==> src/uart_pkg.sv <==
// Constants shared by the serial port design
package uart_pkg;
   // ***************************************************
   // Register addresses
   // ***************************************************
   localparam logic [7:0] addr_serial_control = 8'h98;
   localparam logic [7:0] addr_serial_data = 8'h99;
   localparam logic [7:0] addr_baud_ctrl = 8'h9a;
   localparam logic [7:0] addr_baud_reload = 8'h9b;
   // ***************************************************
   // Control register bit positions
   // ***************************************************
   localparam int bit_frame_mode = 7;
   localparam int bit_unused_one = 6;
   localparam int bit_multiproc = 5;
   localparam int bit_rx_enable = 4;
   localparam int bit_tx_ninth = 3;
   localparam int bit_rx_ninth = 2;
   localparam int bit_tx_done = 1;
   localparam int bit_rx_done = 0;
   localparam int bit_timer_run = 0;
   localparam int bit_irq_enable = 1;
   // ***************************************************
   // Reset values and counts
   // ***************************************************
   localparam logic [7:0] reset_byte = 8'h00;
   localparam logic [7:0] counter_top = 8'hff;
   localparam logic [2:0] last_data_bit = 3'h7;
   // Bit-sequence states shared by both directions
   typedef enum logic [2:0] {
      st_idle = 3'b000,
      st_start = 3'b001,
      st_data = 3'b010,
      st_ninth = 3'b011,
      st_stop = 3'b100
   } frame_state_e;
endpackage : uart_pkg

==> src/uart_timer_baud_multiproc.sv <==
// Serial port with timer baud generation and ninth-bit address filter
// How it works
// - Data writes load transmitter; reads return receive buffer
// - Completed byte buffered apart from receive shifter
// - Done flags cleared only by software write
// - Interrupt raised when enabled and flag set
// - Transmit counter and hidden receive counter copy
// - Counter overflows divided by two per bit
// - Receive copy runs with timer, same reload
// - Start detection forces receive counter reload
// - Frame mode bit sits at control bit seven
// - Mode zero eight-bit, mode one nine-bit
// - Eight-bit frame: start, eight LSB first, stop
// - Eight-bit accept stores data and stop bit
// - Writing data buffer starts a transmission
// - Transmit-done set at start of stop bit
// - Reception starts only while receive enable is one
// - Eight-bit accept needs flag clear, stop checked only with multiprocessor enable
// - Failed accept changes nothing, no flag
// - Overrun keeps first byte, drops later one
// - Nine-bit frame, ninth from transmit ninth bit
// - Nine-bit accept needs flag clear, ninth checked only with multiprocessor enable
// - Nine-bit accept stores ninth, ignores stop
`timescale 1ns/10ps
`default_nettype none
module uart_timer_baud_multiproc (
   // Clock and reset
   input wire logic clock_in,
   input wire logic reset_in,
   // Register port
   input wire logic [7:0] addr_in,
   input wire logic [7:0] wdata_in,
   input wire logic write_in,
   input wire logic read_in,
   output logic [7:0] rdata_out,
   // Serial pins
   input wire logic serial_rx_pin_in,
   output logic serial_tx_pin_out,
   // Interrupt request
   output logic irq_out
);
   import uart_pkg::*;
   // ***************************************************
   // Registers and state
   // ***************************************************
   logic frame_mode_bit, multiproc_enable_bit, rx_enable_bit;
   logic tx_ninth_bit, rx_ninth_bit, tx_done_flag, rx_done_flag;
   logic [7:0] serial_data_buffer, baud_reload_byte;
   logic timer_run, irq_enable;
   logic [7:0] baud_counter_low, rx_counter;
   logic tx_phase, rx_phase;
   logic rx_meta, rx_sync, rx_prev;
   frame_state_e tx_state, rx_state;
   logic [7:0] tx_shift, tx_hold, rx_shift;
   logic [2:0] tx_index, rx_index;
   logic tx_pending, rx_ninth_sample;
   // Access decode used in several places
   function automatic logic hit(input logic strobe,
                                input logic [7:0] a,
                                input logic [7:0] target);
      hit = strobe && (a == target);
   endfunction : hit
   logic wr_ctrl, wr_data, rd_data;
   assign wr_ctrl = hit(write_in, addr_in, addr_serial_control);
   assign wr_data = hit(write_in, addr_in, addr_serial_data);
   assign rd_data = hit(read_in, addr_in, addr_serial_data);
   // ***************************************************
   // Baud generation
   // ***************************************************
   logic tx_overflow, rx_overflow, tx_bit_tick, rx_sample;
   logic start_detect, rx_fall;
   assign tx_overflow = timer_run && (baud_counter_low == counter_top);
   assign rx_overflow = timer_run && (rx_counter == counter_top);
   assign tx_bit_tick = tx_overflow && tx_phase;
   assign rx_sample = rx_overflow && !rx_phase;
   assign rx_fall = rx_prev && !rx_sync;
   // Idle receiver armed only when enabled and timer running
   assign start_detect = (rx_state == st_idle) && rx_enable_bit &&
                         timer_run && rx_fall;
   // Transmit counter, auto-reload from reload byte
   always_ff @(posedge clock_in or posedge reset_in) begin
      if (reset_in) begin
         baud_counter_low <= reset_byte;
         tx_phase <= 1'b0;
      end else if (tx_overflow) begin
         baud_counter_low <= baud_reload_byte;
         tx_phase <= !tx_phase;
      end else if (timer_run) begin
         baud_counter_low <= baud_counter_low + 8'h01;
      end
   end
   // Hidden receive copy; start edge realigns it
   always_ff @(posedge clock_in or posedge reset_in) begin
      if (reset_in) begin
         rx_counter <= reset_byte;
         rx_phase <= 1'b0;
      end else if (start_detect) begin
         rx_counter <= baud_reload_byte;
         rx_phase <= 1'b0;
      end else if (rx_overflow) begin
         rx_counter <= baud_reload_byte;
         rx_phase <= !rx_phase;
      end else if (timer_run) begin
         rx_counter <= rx_counter + 8'h01;
      end
   end
   // Pin synchroniser; the second stage and its delayed third-stage copy feed logic
   always_ff @(posedge clock_in or posedge reset_in) begin
      if (reset_in) begin
         rx_meta <= 1'b1;
         rx_sync <= 1'b1;
         rx_prev <= 1'b1;
      end else begin
         rx_meta <= serial_rx_pin_in;
         rx_sync <= rx_meta;
         rx_prev <= rx_sync;
      end
   end
   // ***************************************************
   // Transmitter
   // ***************************************************
   // Frames only begin on a bit tick, so every bit is whole
   always_ff @(posedge clock_in or posedge reset_in) begin
      if (reset_in) begin
         tx_state <= st_idle;
         tx_shift <= reset_byte;
         tx_hold <= reset_byte;
         tx_index <= 3'h0;
         tx_pending <= 1'b0;
         serial_tx_pin_out <= 1'b1;
      end else begin
         if (wr_data) begin
            tx_hold <= wdata_in;
            tx_pending <= 1'b1;
         end
         if (tx_bit_tick) begin
            case (tx_state)
               st_idle: begin
                  if (tx_pending && !wr_data) begin
                     tx_state <= st_start;
                     tx_shift <= tx_hold;
                     tx_pending <= 1'b0;
                     serial_tx_pin_out <= 1'b0;
                  end
               end
               st_start: begin
                  tx_state <= st_data;
                  tx_index <= 3'h0;
                  serial_tx_pin_out <= tx_shift[0];
                  tx_shift <= {1'b0, tx_shift[7:1]};
               end
               st_data: begin
                  if (tx_index != last_data_bit) begin
                     tx_index <= tx_index + 3'h1;
                     serial_tx_pin_out <= tx_shift[0];
                     tx_shift <= {1'b0, tx_shift[7:1]};
                  end else if (frame_mode_bit) begin
                     tx_state <= st_ninth;
                     serial_tx_pin_out <= tx_ninth_bit;
                  end else begin
                     tx_state <= st_stop;
                     serial_tx_pin_out <= 1'b1;
                  end
               end
               st_ninth: begin
                  tx_state <= st_stop;
                  serial_tx_pin_out <= 1'b1;
               end
               default: begin
                  tx_state <= st_idle;
                  serial_tx_pin_out <= 1'b1;
               end
            endcase
         end
      end
   end
   // Stop bit begins this cycle
   logic tx_stop_begin;
   assign tx_stop_begin = tx_bit_tick &&
      ((tx_state == st_ninth) ||
       ((tx_state == st_data) && (tx_index == last_data_bit) &&
        !frame_mode_bit));
   // ***************************************************
   // Receiver
   // ***************************************************
   logic rx_finish, rx_accept, rx_check_bit;
   assign rx_finish = rx_sample && (rx_state == st_stop);
   // Stop bit in eight-bit mode, ninth bit in nine-bit mode
   assign rx_check_bit = frame_mode_bit ? rx_ninth_sample : rx_sync;
   assign rx_accept = rx_finish && !rx_done_flag &&
      (!multiproc_enable_bit || rx_check_bit);
   // Shifter separate from buffer so a new byte may arrive
   always_ff @(posedge clock_in or posedge reset_in) begin
      if (reset_in) begin
         rx_state <= st_idle;
         rx_shift <= reset_byte;
         rx_index <= 3'h0;
         rx_ninth_sample <= 1'b0;
      end else if (start_detect) begin
         rx_state <= st_start;
      end else if (rx_sample) begin
         case (rx_state)
            st_start: begin
               // A glitch shorter than half a bit is dropped
               rx_state <= rx_sync ? st_idle : st_data;
               rx_index <= 3'h0;
            end
            st_data: begin
               rx_shift <= {rx_sync, rx_shift[7:1]};
               if (rx_index == last_data_bit) begin
                  rx_state <= frame_mode_bit ? st_ninth : st_stop;
               end else begin
                  rx_index <= rx_index + 3'h1;
               end
            end
            st_ninth: begin
               rx_ninth_sample <= rx_sync;
               rx_state <= st_stop;
            end
            default: begin
               rx_state <= st_idle;
            end
         endcase
      end
   end
   // Receive buffer and ninth bit; refused frames leave them
   always_ff @(posedge clock_in or posedge reset_in) begin
      if (reset_in) begin
         serial_data_buffer <= reset_byte;
         rx_ninth_bit <= 1'b0;
      end else if (rx_accept) begin
         serial_data_buffer <= rx_shift;
         rx_ninth_bit <= rx_check_bit;
      end else if (wr_ctrl) begin
         rx_ninth_bit <= wdata_in[bit_rx_ninth];
      end
   end
   // ***************************************************
   // Control register and flags
   // ***************************************************
   always_ff @(posedge clock_in or posedge reset_in) begin
      if (reset_in) begin
         frame_mode_bit <= 1'b0;
         multiproc_enable_bit <= 1'b0;
         rx_enable_bit <= 1'b0;
         tx_ninth_bit <= 1'b0;
      end else if (wr_ctrl) begin
         frame_mode_bit <= wdata_in[bit_frame_mode];
         multiproc_enable_bit <= wdata_in[bit_multiproc];
         rx_enable_bit <= wdata_in[bit_rx_enable];
         tx_ninth_bit <= wdata_in[bit_tx_ninth];
      end
   end
   // Hardware set beats a software clear in the same cycle
   always_ff @(posedge clock_in or posedge reset_in) begin
      if (reset_in) begin
         tx_done_flag <= 1'b0;
         rx_done_flag <= 1'b0;
      end else begin
         if (tx_stop_begin) begin
            tx_done_flag <= 1'b1;
         end else if (wr_ctrl) begin
            tx_done_flag <= wdata_in[bit_tx_done];
         end
         if (rx_accept) begin
            rx_done_flag <= 1'b1;
         end else if (wr_ctrl) begin
            rx_done_flag <= wdata_in[bit_rx_done];
         end
      end
   end
   // Baud timer control and reload byte
   always_ff @(posedge clock_in or posedge reset_in) begin
      if (reset_in) begin
         timer_run <= 1'b0;
         irq_enable <= 1'b0;
         baud_reload_byte <= reset_byte;
      end else begin
         if (hit(write_in, addr_in, addr_baud_ctrl)) begin
            timer_run <= wdata_in[bit_timer_run];
            irq_enable <= wdata_in[bit_irq_enable];
         end
         if (hit(write_in, addr_in, addr_baud_reload)) begin
            baud_reload_byte <= wdata_in;
         end
      end
   end
   // Level request, no event can slip past the enable
   assign irq_out = irq_enable && (tx_done_flag || rx_done_flag);
   // ***************************************************
   // Read port, data one cycle after the strobe
   // ***************************************************
   always_ff @(posedge clock_in or posedge reset_in) begin
      if (reset_in) begin
         rdata_out <= reset_byte;
      end else if (!read_in) begin
         rdata_out <= reset_byte;
      end else if (addr_in == addr_serial_control) begin
         rdata_out <= {frame_mode_bit, 1'b1, multiproc_enable_bit,
                       rx_enable_bit, tx_ninth_bit, rx_ninth_bit,
                       tx_done_flag, rx_done_flag};
      end else if (addr_in == addr_serial_data) begin
         rdata_out <= serial_data_buffer;
      end else if (addr_in == addr_baud_ctrl) begin
         rdata_out <= {6'h00, irq_enable, timer_run};
      end else if (addr_in == addr_baud_reload) begin
         rdata_out <= baud_reload_byte;
      end else begin
         rdata_out <= reset_byte;
      end
   end
   // ***************************************************
   // Assertions
   // ***************************************************
   a_data_read_path: assert property (
      @(posedge clock_in) disable iff (reset_in)
      rd_data |=> rdata_out == $past(serial_data_buffer))
      else $error("data read did not return receive buffer");
   a_flag_hold: assert property (
      @(posedge clock_in) disable iff (reset_in)
      rx_done_flag && !wr_ctrl |=> rx_done_flag)
      else $error("receive flag cleared without a write");
   a_irq_on_flag: assert property (
      @(posedge clock_in) disable iff (reset_in)
      $rose(tx_done_flag) && irq_enable |-> irq_out)
      else $error("no interrupt on transmit done");
   a_tick_halved: assert property (
      @(posedge clock_in) disable iff (reset_in)
      tx_bit_tick |=> !tx_phase ##0 !tx_bit_tick)
      else $error("bit tick not every second overflow");
   a_start_reload: assert property (
      @(posedge clock_in) disable iff (reset_in)
      start_detect |=> rx_counter == $past(baud_reload_byte)
         && !rx_phase && rx_state == st_start)
      else $error("start did not reload receive counter");
   a_stop_sets_done: assert property (
      @(posedge clock_in) disable iff (reset_in)
      tx_stop_begin |=> tx_done_flag && tx_state == st_stop
         && serial_tx_pin_out)
      else $error("transmit done not set at stop bit");
   a_rx_disabled: assert property (
      @(posedge clock_in) disable iff (reset_in)
      rx_state == st_idle && !rx_enable_bit |=> rx_state == st_idle)
      else $error("receiver started while disabled");
   a_overrun_keep: assert property (
      @(posedge clock_in) disable iff (reset_in)
      rx_done_flag ##1 rx_done_flag |-> $stable(serial_data_buffer))
      else $error("buffer overwritten during overrun");
   a_ninth_store: assert property (
      @(posedge clock_in) disable iff (reset_in)
      rx_accept && frame_mode_bit |=>
         rx_ninth_bit == $past(rx_ninth_sample) && rx_done_flag)
      else $error("ninth bit not stored on accept");
   a_refused_quiet: assert property (
      @(posedge clock_in) disable iff (reset_in)
      rx_finish && multiproc_enable_bit && !rx_check_bit
         && !wr_ctrl |=> $stable(serial_data_buffer)
         && $stable(rx_done_flag))
      else $error("refused frame changed receive state");
endmodule : uart_timer_baud_multiproc
`default_nettype wire

==> config.mk <==
export PLATFORM = sky130hd
export DESIGN_NAME = uart_timer_baud_multiproc
export DESIGN_NICKNAME = d
export VERILOG_FILES = /design/src/uart_pkg.sv /design/src/uart_timer_baud_multiproc.sv
export SDC_FILE = /design/constraint.sdc
export NUM_CORES = 1
export LEC_CHECK = 0
export ABC_AREA = 1
export CORE_ASPECT_RATIO = 0.9
export CORE_MARGIN = 1
export CORE_UTILIZATION = 66
export CTS_BUF_LIST = sky130_fd_sc_hd__clkbuf_4 sky130_fd_sc_hd__clkbuf_8
export CTS_CLUSTER_DIAMETER = 40
export DETAILED_ROUTE_END_ITERATION = 8
export DONT_BUFFER_PORTS = 1
export GPL_ROUTABILITY_DRIVEN = 0
export HOLD_SLACK_MARGIN = 0.15
export PLACE_DENSITY = 0.82
export SYNTH_ARGS = -nofsm -noshare
export SYNTH_HDL_FRONTEND = slang
export SYNTH_SLANG_ARGS = --single-unit
==> constraint.sdc <==
create_clock -name clock_in -period 3.5 [get_ports clock_in]
set_input_delay 0.7 -clock clock_in [delete_from_list [all_inputs] [get_ports clock_in]]
set_output_delay 0.7 -clock clock_in [all_outputs]
set_load 0.02 [all_outputs]
Yosys cells after proc, flatten, opt, wreduce, memory -nomap -nowiden
Cells that the tools add are included.

Equal/unequal tests: 21. Muxes and demuxes: 43. Bitwise operators: 1. Shift-type cells: 0. Multiply operators: 0. Add/subtract/negate cells: 4. $lt $le $gt $ge: 0. Reductions and logical operators: 49. Div/mod/pow operators: 0.

Operators with widths (count): $mux W8 (12); $eq A8 B8 Y1 const B (6); $mux W3 (8); $pmux W8 S3 (1); $logic_and A1 B1 Y1 (20); $add A8 B1 Y8 const B (2); $mux W1 (16); $reduce_bool A2 Y1 (7); $eq A3 B2 Y1 const B (4); $pmux W3 S2 (2); $pmux W3 S4 (1); $reduce_and A3 Y1 (4); $eq A3 B3 Y1 const B (3); $pmux W3 S3 (1); $ne A2 B2 Y1 const B (4); $reduce_and A4 Y1 (2); $logic_not A1 Y1 (7); $add A3 B1 Y3 const B (2); $eq A3 B1 Y1 const B (2); $logic_not A3 Y1 (2); $ne A3 B3 Y1 const B (2); $reduce_bool A3 Y1 (2); $reduce_and A2 Y1 (2); $logic_or A1 B1 Y1 (3); 3 further kinds (3).

Word-level logic and storage cells: 147. Register bits: 93. Memories: 0. Output and inout bits: 10. Latch bits: 0. Bits of input ports: 21. ROM bits: 0. Bits in writable memories: 0.

Logic depth before layout (Yosys ltp)
Gate-level depths: netlist (run 1).

Depth after elaboration: 7. Depth in mapped cells: 11. Depth with buffers taken out: 11.

Least setup slack after synthesis (run 1)
OpenSTA, ideal clock, no wires.

Path kind: input to register. Start point: input port addr_in[2]. End point: register tx_shift[0]. Library setup time: 0.117 ns. Cell stages on the path: 9. Data required time: 3.383 ns. Data arrival time: 1.584 ns. Slack: 1.798 ns. Path buffers: 1. Path through: inv_1 nand2_1 nor2_4 nand3_1 nand2_1 nand2_1 buf_2 nand4_1 nand2_1.

Cells in the longest elaborated chain, start to end: 6.

Ends and longest elaborated chain: start: declaration (line uart_timer_baud_multiproc.sv:31) `input wire logic [7:0] addr_in,`; $eq A8 B8 Y1 (line uart_timer_baud_multiproc.sv:61) `hit = strobe && (a == target);`; $logic_and A1 B1 Y1 (line uart_timer_baud_multiproc.sv:61); $logic_not A1 Y1 (line uart_timer_baud_multiproc.sv:139) `if (tx_pending && !wr_data) begin`; $logic_and A1 B1 Y1 (line uart_timer_baud_multiproc.sv:139); $ne A2 B2 Y1 (no source line); $reduce_and A4 Y1 (no source line); end signal: assignment (line uart_timer_baud_multiproc.sv:141) `tx_shift <= tx_hold;`; end signal: assignment (line uart_timer_baud_multiproc.sv:150) `tx_shift <= {1'b0, tx_shift[7:1]};`; end signal: assignment (line uart_timer_baud_multiproc.sv:156) `tx_shift <= {1'b0, tx_shift[7:1]};`; end: declaration (line uart_timer_baud_multiproc.sv:54) `logic [7:0] tx_shift, tx_hold, rx_shift;`.

Every way passes these cells. A chain may end at the register's enable or synchronous reset.

Worst setup path in the final report (run 1)
Start point: input port addr_in[6]. End point: register tx_done_flag.

Cells in the longest elaborated chain, start to end: 3.

Ends and longest elaborated chain: $eq A8 B8 Y1 (line uart_timer_baud_multiproc.sv:61); $logic_and A1 B1 Y1 (line uart_timer_baud_multiproc.sv:61); $reduce_bool A2 Y1 (no source line); end signal: assignment (line uart_timer_baud_multiproc.sv:263) `tx_done_flag <= wdata_in[bit_tx_done];`; end: declaration (line uart_timer_baud_multiproc.sv:47) `logic tx_ninth_bit, rx_ninth_bit, tx_done_flag, rx_done_flag;`.

Every way passes these cells.

==> results of run 1 <==
[routing by layer]
layer,global-route usage [%],share of wire (%),vias up
met3,8.516,6.8,21
li1,-,-,1843
met2,46.97,47,155
met5,0,0,-
met4,9.524,2.3,0
met1,37.94,44,1770
[worst paths after layout]
kind	end	slack, ns	cells after the start
max in group asynchronous	rx_meta	2.83	2
max reg2reg	rx_counter[6]	1.49	8
min reg2reg	rx_sync	0.36	0
min	rx_shift[2]	0.30	2
min in group clock_in	rx_meta	0.32	0
max	tx_done_flag	1.24	7
[state kept, by name, indices dropped and copies added (netlist names), 3 cells and up]
name / flops
baud_counter_low: 8
baud_reload_byte: 8
rdata_out: 8
rx_counter: 8
rx_index: 3
rx_shift: 8
rx_state: 3
serial_data_buffer: 8
tx_hold: 8
tx_index: 3
tx_shift: 8
tx_state: 3
[layout make-up]
cell class,instances,area (sq um)
Tap cell,90,112.6
Clock buffer,9,123.9
Multi-Input combinational cell,396,2022
Fill cell,497,1792
Timing Repair Buffer,2,27.53
Inverter,68,261.5
Sequential cell,93,2332
Clock inverter,7,90.09
[synth_stat cells (all sizes together)]
master	n
or2	1
nor3	4
xor2	3
a21boi	1
a21oi	11
nor2	34
inv	66
a31oi	1
nand2	187
dfrtp	89
mux2	1
clkinv	2
a211oi	1
o211ai	5
ha	6
o21ai	73
a41oi	1
clkbuf	2
nor2b	1
dfstp	4
nand3	47
xnor2	3
nand4	15
buf	14
and2	1
[stage by stage]
stage	utilization, %	area [sq um]	power [mW]
6_report	73.50	4970	2.492
3_5_place_dp	70.34	4756	1.742
4_1_cts	73.50	4970	2.504
3_3_place_gp	70.34	4756	1.712
5_1_grt	73.50	4970	2.632
2_1_floorplan	-	4732	1.648
[cell usage in the layout, fill, tap and decap left out, types with 2 or more instances in the layout]
master	synthesis	routed
dfrtp_1	89	89
nor2_1	26	26
nor2_4	2	2
o21ai_2	15	15
nor3_1	4	4
ha_1	6	6
nor2_8	2	2
inv_8	0	3
nand4_1	15	15
clkbuf_8	0	9
nand3_2	5	5
inv_1	65	64
clkinv_4	1	4
nand2_4	2	2
nand3_4	2	2
o211ai_1	5	5
xnor2_1	3	3
a21oi_1	10	10
nand2_1	179	179
nand3_1	40	40
xor2_1	3	3
nand2_2	6	6
dfstp_2	4	4
nor2_2	4	4
o21ai_1	7	7
o21ai_0	51	51
[power groups by stage]
stage | registers, mW | logic [mW] | clock network (mW)
after floorplan | 1.31 | 0.342 | 0
after global placement | 1.33 | 0.380 | 0
after detailed placement | 1.34 | 0.401 | 0
after CTS | 1.32 | 0.404 | 0.780
after global routing | 1.34 | 0.474 | 0.818
final | 1.32 | 0.401 | 0.769
[cells by family (layout without fill, tap and decap cells)]
| kind of cell | count (synthesis) | count (layout) | share of synthesized area (%) |
|---|---|---|---|
| buf+inv | 84 | 86 | 7.985 |
| simple gates | 290 | 290 | 28.21 |
| mux | 1 | 1 | 0.2380 |
| flops | 93 | 93 | 49.29 |
| xor+xnor | 6 | 6 | 1.111 |
| compound gates | 93 | 93 | 11.58 |
| fa+ha+maj | 6 | 6 | 1.586 |
[worst max-delay path: cells and delay by family]
kind	cells	cell delay, ns
AOI/OAI and AO/OA	2	0.32
buffers and inverters	1	0.03
and+or+nand+nor	4	1.44
==> qor.yml, run 1 <==
clock_tree:
  hold_buffers: 0
  cts_tree: "yes"
  cts_setup_buffers: 0
  cts-resized-gates: 0
  clock_latency_ns: 0.38
  htreeDepth: 3
  clock_sinks: 93
  clockBufferDepth: 2
  numCtsBuffers: 9
  clockRootBuffer: "clkbuf_8"
  cts.clk_slew.worst_paths_ns: 0.10
timing:
  fin_hold_ws_ns: 0.2977
  skew_ns: 0.01412
  final_hold_viol_count: 0
  fmax_mhz: 443.1
  setup_slack_ns: 1.243
  min_period_over_period_pct: 64.48
  tightestPinTransition_ns: 0.7332
  slew_viol_final: 0
  final.min_clock_period_ns: 2.257
  setup-violations-final: 0
  slew_headroom_pct: 50.94
  setup_tns_ns: 0
  rsz0062_at_grt: "no"
layout:
  syn_to_final_growth_pct: 5.024
  diodes: 0
  drive_gt1_share_pct: 11.48
  finalNonFillerCells: 665
  nNetsFinal: 597
routing:
  via_per_inst: 5.698
  drt_pass1_iterations: 5
  first_iter_violations: 317
  drc: 0
  ant_nets: 0
  routed-via-count: 3789
  wl_per_cell_microns: 14.99
  wl_microns: 9971
setup_path:
  crit_chain: "inv_1 > nand2_1 > nor2_1 > nor2b_1 > nand2_2 > o21ai_0 > o21ai_0"
  required_ns: 3.75
  cp_max_fo: 13
  crit_path_top_delay_cell: "nor2b_1"
  cp_data_arrival_time_ns: 2.50
  crit_top_cell: "o21ai_0"
  r2r-start: "timer_run"
  crit_type: "primary input to register"
  max_stage_delay_ns: 0.60
  timing.critical_path.from: "addr_in[6]"
  cp-start-kind: "primary input"
  endpoint_kind: "register"
floorplanning:
  die_h_microns: 82.33
  dieWidth_microns: 91.26
  placementRows: 28
  start_util_pct: 69.99
  core_sq_um: 6761
  io_pins: 31
  dieArea_sq_um: 7513
pwr:
  share_seq_of_total_power_pct: 53.0
  p_clk_share_pct: 30.9
  p_comb_share_pct: 16.1
  p_per_area_nw_per_um2: 501.5
  power_leakage_nw: 2.504
  p_sw_uw: 783.9
  ir_drop_uv: 371.6
  p_sw_share_pct: 31.45
  p_int_mw: 1.709
yosys:
  syn_area_per_cell_sq_um: 8.258
  yosysSeqAreaShare_pct: 49.29
  ys.warnings.count: 0
  synth_top_area_share_pct: 47.07
  yosysTopAreaCell: "dfrtp_1"
  synth.area.top_cells: "dfrtp_1 47%, nand2_1 14%, o21ai_0 5.4%"
  syn_inst: 573
  ys_ff_latch: 93
  netlist_area_sq_um: 4732
  synth.distinct_cells: 39
  synthesis.nets: 600
job:
  max-cap-violations: 0
placed_design:
  port_buffers: 0
  place_hpwl_microns: 7103
  dp_slack_ns: 0.9025
  placed_cells: 649
global_routing:
  grt_max_degree: 94
  overflow: 0
  grtUsageTotal_pct: 28.91
  grt_pass1_vias: 3521
  grt_pass1_wl_microns: 16570
  antenna_found_initial: 0
run_status:
  status: "finished, final reports clean"
min_path:
  hp-class: "primary input to async pin"
No activity file was read; power rests on OpenSTA's default activity.
==> run 2: changes to the inputs <==
--- a/config.mk
+++ b/config.mk
@@ -8,14 +8,14 @@
 export ABC_AREA = 1
 export CORE_ASPECT_RATIO = 0.9
 export CORE_MARGIN = 1
-export CORE_UTILIZATION = 66
+export CORE_UTILIZATION = 60
 export CTS_BUF_LIST = sky130_fd_sc_hd__clkbuf_4 sky130_fd_sc_hd__clkbuf_8
 export CTS_CLUSTER_DIAMETER = 40
 export DETAILED_ROUTE_END_ITERATION = 8
 export DONT_BUFFER_PORTS = 1
 export GPL_ROUTABILITY_DRIVEN = 0
 export HOLD_SLACK_MARGIN = 0.15
-export PLACE_DENSITY = 0.82
+export PLACE_DENSITY = 0.79
 export SYNTH_ARGS = -nofsm -noshare
 export SYNTH_HDL_FRONTEND = slang
 export SYNTH_SLANG_ARGS = --single-unit
==> constraint.sdc (replaced) <==
create_clock -name clock_in -period 1.9 [get_ports clock_in]
set_input_delay 0.38 -clock clock_in [delete_from_list [all_inputs] [get_ports clock_in]]
set_output_delay 0.38 -clock clock_in [all_outputs]
set_load 0.02 [all_outputs]
==> run 2 against run 1 <==
Compared with the run above:
- routed wire length increased by 2.7%
- largest power group unchanged
- register-to-register slack got worse by 1.3 ns
- global-route usage decreased by 2.3 points
- count of clock-buffer cells in the layout increased by 1
- via count increased by 2.6%
- critical endpoint is now tx_state[1]
==> qor.yml, run 2 (synthesis results as in run 1) <==
run_status:
  status: "finished, final reports clean"
floorplanning:
  io_pins: 31
  die_h_microns: 86.25
  start_util_pct: 62.41
  dieWidth_microns: 95.61
  core_sq_um: 7582
  placementRows: 30
  dieArea_sq_um: 8246
clock_tree:
  cts_tree: "yes"
  clock_sinks: 93
  htreeDepth: 3
  clockBufferDepth: 2
  numCtsBuffers: 9
  clockRootBuffer: "clkbuf_8"
  cts.clk_slew.worst_paths_ns: 0.10
  clock_latency_ns: 0.36
setup_path:
  required_ns: 2.16
  crit_path_top_delay_cell: "dfrtp_1"
  cp_max_fo: 13
  cp-start-kind: "register"
  endpoint_kind: "register"
  crit_top_cell: "nand2_1"
  max_stage_delay_ns: 0.39
  path_buf_inv: 1
  crit_chain: "ha_1 > nand2_1 > nor2_4 > nand2_2 > nor2_8 > nand2_4 > clkinv_4 > nand2_1 > nand2_1 > o21ai_1"
  crit_type: "register to register"
  cp_data_arrival_time_ns: 2.00
  path_delay_family: "simple AND/OR/NAND/NOR gates"
placed_design:
  placed_cells: 664
  place_hpwl_microns: 7458
  dp_slack_ns: 0.07899
  port_buffers: 0
routing:
  drt_pass1_iterations: 6
  ant_nets: 0
  wl_microns: 10240
  via_per_inst: 5.616
  drc: 0
  routed-via-count: 3886
  first_iter_violations: 378
  wl_per_cell_microns: 14.80
timing:
  fmax_mhz: 572.5
  slew_viol_final: 0
  min_period_over_period_pct: 91.94
  final.min_clock_period_ns: 1.747
  setup_slack_ns: 0.1532
  final_hold_viol_count: 0
  setup_tns_ns: 0
  tightestPinTransition_ns: 0.5627
  skew_ns: 0.01504
  setup-violations-final: 0
  slew_headroom_pct: 62.41
layout:
  nNetsFinal: 618
  multi_input_area_sq_um: 2038
  finalNonFillerCells: 692
  final_util_pct: 68.33
  syn_to_final_growth_pct: 9.492
  mostFrequentLayoutCell: "nand2_1"
  seqCellArea_sq_um: 2332
  fillers: 609
  drive_gt1_share_pct: 13.26
  diodes: 0
  layout_common_cells: "179 x nand2_1, 89 x dfrtp_1, 64 x inv_1"
global_routing:
  grt_pass1_vias: 3531
  overflow: 0
  grtUsageTotal_pct: 26.59
  grt_max_degree: 45
  antenna_found_initial: 0
  grt_pass1_wl_microns: 16570
pwr:
  p_per_area_nw_per_um2: 887.0
  ir_drop_uv: 515.6
  power_leakage_nw: 2.600
  power.total_mw: 4.596
min_path:
  hp-class: "primary input to register"
job:
  max-cap-violations: 0
## run 2: changes by cell type in the layout (fill, tap and decap cells not counted), moves of 2 or more
cell	before	now
inv_8	3	0
inv_6	0	2
dlygate4sd3_1	0	9
clkinv_4	4	2
clkinvlp_4	0	2
buf_4	1	12
## run 2: worst paths after layout
check | start | end | slack (ns) | depth (start not counted)
setup / recovery | baud_counter_low[1] | tx_state[1] | 0.15 | 10
hold / removal | wdata_in[1] | tx_hold[1] | 0.16 | 2
setup reg to reg | baud_counter_low[1] | tx_state[1] | 0.15 | 10
hold reg to reg | rx_meta | rx_sync | 0.36 | 0
max in group asynchronous | reset_in | rx_prev | 0.70 | 3
min in group asynchronous | reset_in | rx_shift[4] | 0.55 | 2
## run 2: metal layers
metal | share of wire (%) | GRT usage (%) | routed length, microns
met4 | 2.6 | 9.905 | 263
met5 | 0 | 0 | 0
met1 | 45 | 37.46 | 4640
met2 | 46 | 40.78 | 4737
met3 | 5.8 | 5.439 | 598
## run 2: final cells by class
cell class	instances	area share, %
timing repair buffer	23	4.250
tap	96	2.318
sequential	93	45.01
multi-input combinational	396	39.34
clock buffer	10	2.656
clock inverter	6	1.328
inverter	68	5.095
## run 2: worst register-to-register path, stage by stage (launching register included)
cell and delay [ns]:
dfrtp_1 0.39, ha_1 0.19, nand2_1 0.11, nor2_4 0.15
nand2_2 0.11, nor2_8 0.16, nand2_4 0.10, clkinv_4 0.12
nand2_1 0.14, nand2_1 0.10, o21ai_1 0.06
## run 2: where the power goes
group          leakage [nW]  switching (mW)  internal (mW)
clock                 0.103           0.698          0.654
combinational          1.35           0.475          0.341
sequential             1.15           0.228           2.20
## run 2: metrics by stage
| step | instance area, sq um | hold slack [ns] |
|---|---|---|
| floorplan | 4736 | 0.3452 |
| global placement | 4846 | 0.3325 |
| detailed placement | 4846 | 0.3368 |
| CTS | 5142 | 0.1503 |
| global route | 5181 | 0.1513 |
| finish | 5181 | 0.1553 |
## run 2: timing repair
action | in CTS | in global routing
setup endpoints to repair | 0 | 10
hold buffers | 9 | 0
setup buffers | 0 | 3
endpoints found under the hold margin | 32 | 0
gates resized for setup | 0 | 3
==> run 3: changes to the inputs <==
--- a/config.mk
+++ b/config.mk
@@ -6,16 +6,18 @@
 export NUM_CORES = 1
 export LEC_CHECK = 0
 export ABC_AREA = 1
+export CELL_PAD_IN_SITES_DETAIL_PLACEMENT = 2
+export CELL_PAD_IN_SITES_GLOBAL_PLACEMENT = 2
 export CORE_ASPECT_RATIO = 0.9
 export CORE_MARGIN = 1
-export CORE_UTILIZATION = 60
+export CORE_UTILIZATION = 36
 export CTS_BUF_LIST = sky130_fd_sc_hd__clkbuf_4 sky130_fd_sc_hd__clkbuf_8
 export CTS_CLUSTER_DIAMETER = 40
 export DETAILED_ROUTE_END_ITERATION = 8
 export DONT_BUFFER_PORTS = 1
 export GPL_ROUTABILITY_DRIVEN = 0
 export HOLD_SLACK_MARGIN = 0.15
-export PLACE_DENSITY = 0.79
+export PLACE_DENSITY_LB_ADDON = 0.1
 export SYNTH_ARGS = -nofsm -noshare
 export SYNTH_HDL_FRONTEND = slang
 export SYNTH_SLANG_ARGS = --single-unit
==> run 3 against run 2 <==
Compared with the run above:
- die area up 65%
- largest power group unchanged
- first-iteration DRC count fell by 59%
- core utilization shrank 26 points
- via count grew 2.1%
- final cell count rose by 11%
- total power increased by 6.2%
- clock power is 15% higher
- worst hold slack improved by 0.013 ns
- routed wire length up 39%
- cell area grew 3.3%
- non-clock buffer count up 6
==> qor.yml, run 3 (synthesis results as in run 1) <==
layout:
  finalInstanceArea_sq_um: 5354
  final_util_pct: 42.04
  nNetsFinal: 624
  seqCellArea_sq_um: 2332
  finalNonFillerCells: 767
  syn_to_final_growth_pct: 13.14
  layout_common_cells: "178 x nand2_1, 89 x dfrtp_1, 64 x inv_1"
  drive_gt1_share_pct: 13.95
  multi_input_area_sq_um: 2062
  fillers: 1473
  mostFrequentLayoutCell: "nand2_1"
floorplanning:
  io_pins: 31
  dieArea_sq_um: 13610
  start_util_pct: 37.15
  core_sq_um: 12740
  die_h_microns: 110.8
  placementRows: 39
  dieWidth_microns: 122.9
routing:
  first_iter_violations: 154
  drt_pass1_iterations: 4
  routed-via-count: 3968
  drc: 0
  wl_per_cell_microns: 18.60
  via_per_inst: 5.173
  ant_nets: 0
  wl_microns: 14260
pwr:
  p_sw_mw: 1.512
  power.total_mw: 4.879
  p_clk_share_pct: 31.8
  p_comb_share_pct: 17.9
  ir_drop_uv: 422.9
  p_int_mw: 3.366
  p_per_area_nw_per_um2: 911.2
  power_leakage_nw: 2.615
  p_sw_share_pct: 31.00
  share_seq_of_total_power_pct: 50.3
global_routing:
  grtUsageTotal_pct: 22.80
  antenna_found_initial: 1
  grt.busiest_layer: "met2"
  grt_max_degree: 94
  overflow: 0
  use_met1_pct: 29.84
  grt_pass1_vias: 4400
  grt_pass1_wl_microns: 23620
  met2_usage_pct: 37.87
  met3_usage_pct: 5.401
timing:
  tightestPinTransition_ns: 0.5580
  min_period_over_period_pct: 91.79
  skew_ns: 0.01204
  slew_headroom_pct: 62.80
  final_hold_viol_count: 0
  setup-violations-final: 0
  fmax_mhz: 573.4
  final.min_clock_period_ns: 1.744
  fin_hold_ws_ns: 0.1684
  rsz0062_at_grt: "yes"
  slew_viol_final: 0
placed_design:
  dpl_cell_area_sq_um: 4949
  port_buffers: 0
  place_hpwl_microns: 9972
  placed_cells: 736
job:
  max-cap-violations: 0
setup_path:
  r2r_cells: 9
  cp_max_fo: 5
  cp_data_arrival_time_ns: 2.00
  required_ns: 2.15
  cp-start-kind: "register"
  endpoint_kind: "register"
  crit_type: "register to register"
run_status:
  status: "finished, final reports clean"
min_path:
  hp-class: "primary input to register"
  min_delay_path_depth: 2
clock_tree:
  clockRootBuffer: "clkbuf_8"
  cts.clk_slew.worst_paths_ns: 0.10
  clock_latency_ns: 0.38
  htreeDepth: 3
  clockBufferDepth: 2
  numCtsBuffers: 9
  clock_sinks: 93
  cts_tree: "yes"
[run 3: cell count changes in the layout (fill, tap and decap cells not counted), sizes merged]
cell / change
diode: +1
dlygate4sd3: +3
clkinv: -2
buf: +3
inv: -1
clkbuf: +2
bufinv: +1
[run 3: layer usage]
layer	wire length [microns]	vias up
met5	0	-
met4	144	0
met3	315	11
met2	7122	27
met1	6681	2036
li1	-	1894
[run 3: layout make-up]
cell class	instances	area share, %
antenna	1	0.04674
inverter	68	4.978
timing repair buffer	29	4.861
tap	164	3.833
clock buffer	12	2.851
sequential	93	43.56
multi-input combinational	396	38.51
clock inverter	4	1.355
[run 3: stage by stage]
step,setup TNS (ns),setup slack [ns]
final,0,0.1559
after floorplan,0,0.3592
after global routing,-0.01830,-0.01033
after global placement,0,0.2104
after CTS,0,0.06431
after detailed placement,0,0.08666
[run 3: power by group through the flow]
stage          combinational, mW  sequential (mW)  clock [mW]
2_1_floorplan              0.630             2.41           0
3_3_place_gp               0.757             2.46           0
3_5_place_dp               0.807             2.48           0
4_1_cts                    0.849             2.44        1.60
5_1_grt                     1.00             2.49        1.68
6_report                   0.874             2.46        1.55
[run 3: worst max-delay path, stage by stage, from the launching register on]
cell,delay (ns)
dfrtp_1,0.44
ha_4,0.17
nand2_1,0.08
nor2_4,0.14
nand3_4,0.12
nor2_8,0.21
buf_4,0.15
nand3_1,0.11
nand2_1,0.10
o21ai_0,0.09
[run 3: final timing paths]
path	from	slack, ns	to
min	read_in	0.17	rdata_out[6]
max reg2reg	rx_counter[0]	0.16	rx_ninth_sample
max in group asynchronous	reset_in	0.85	rx_prev
min reg2reg	rx_meta	0.36	rx_sync
max	rx_counter[0]	0.16	rx_ninth_sample
min in group asynchronous	reset_in	0.59	rdata_out[7]
[run 3: what timing repair did]
| item | 4_1_cts | 5_1_grt |
|---|---|---|
| buffers inserted | 0 | 2 |
| hold endpoints to repair | 119 | 0 |
| hold buffers | 12 | 0 |
| endpoints found under the setup margin | 0 | 19 |
| gates resized for setup | 0 | 8 |
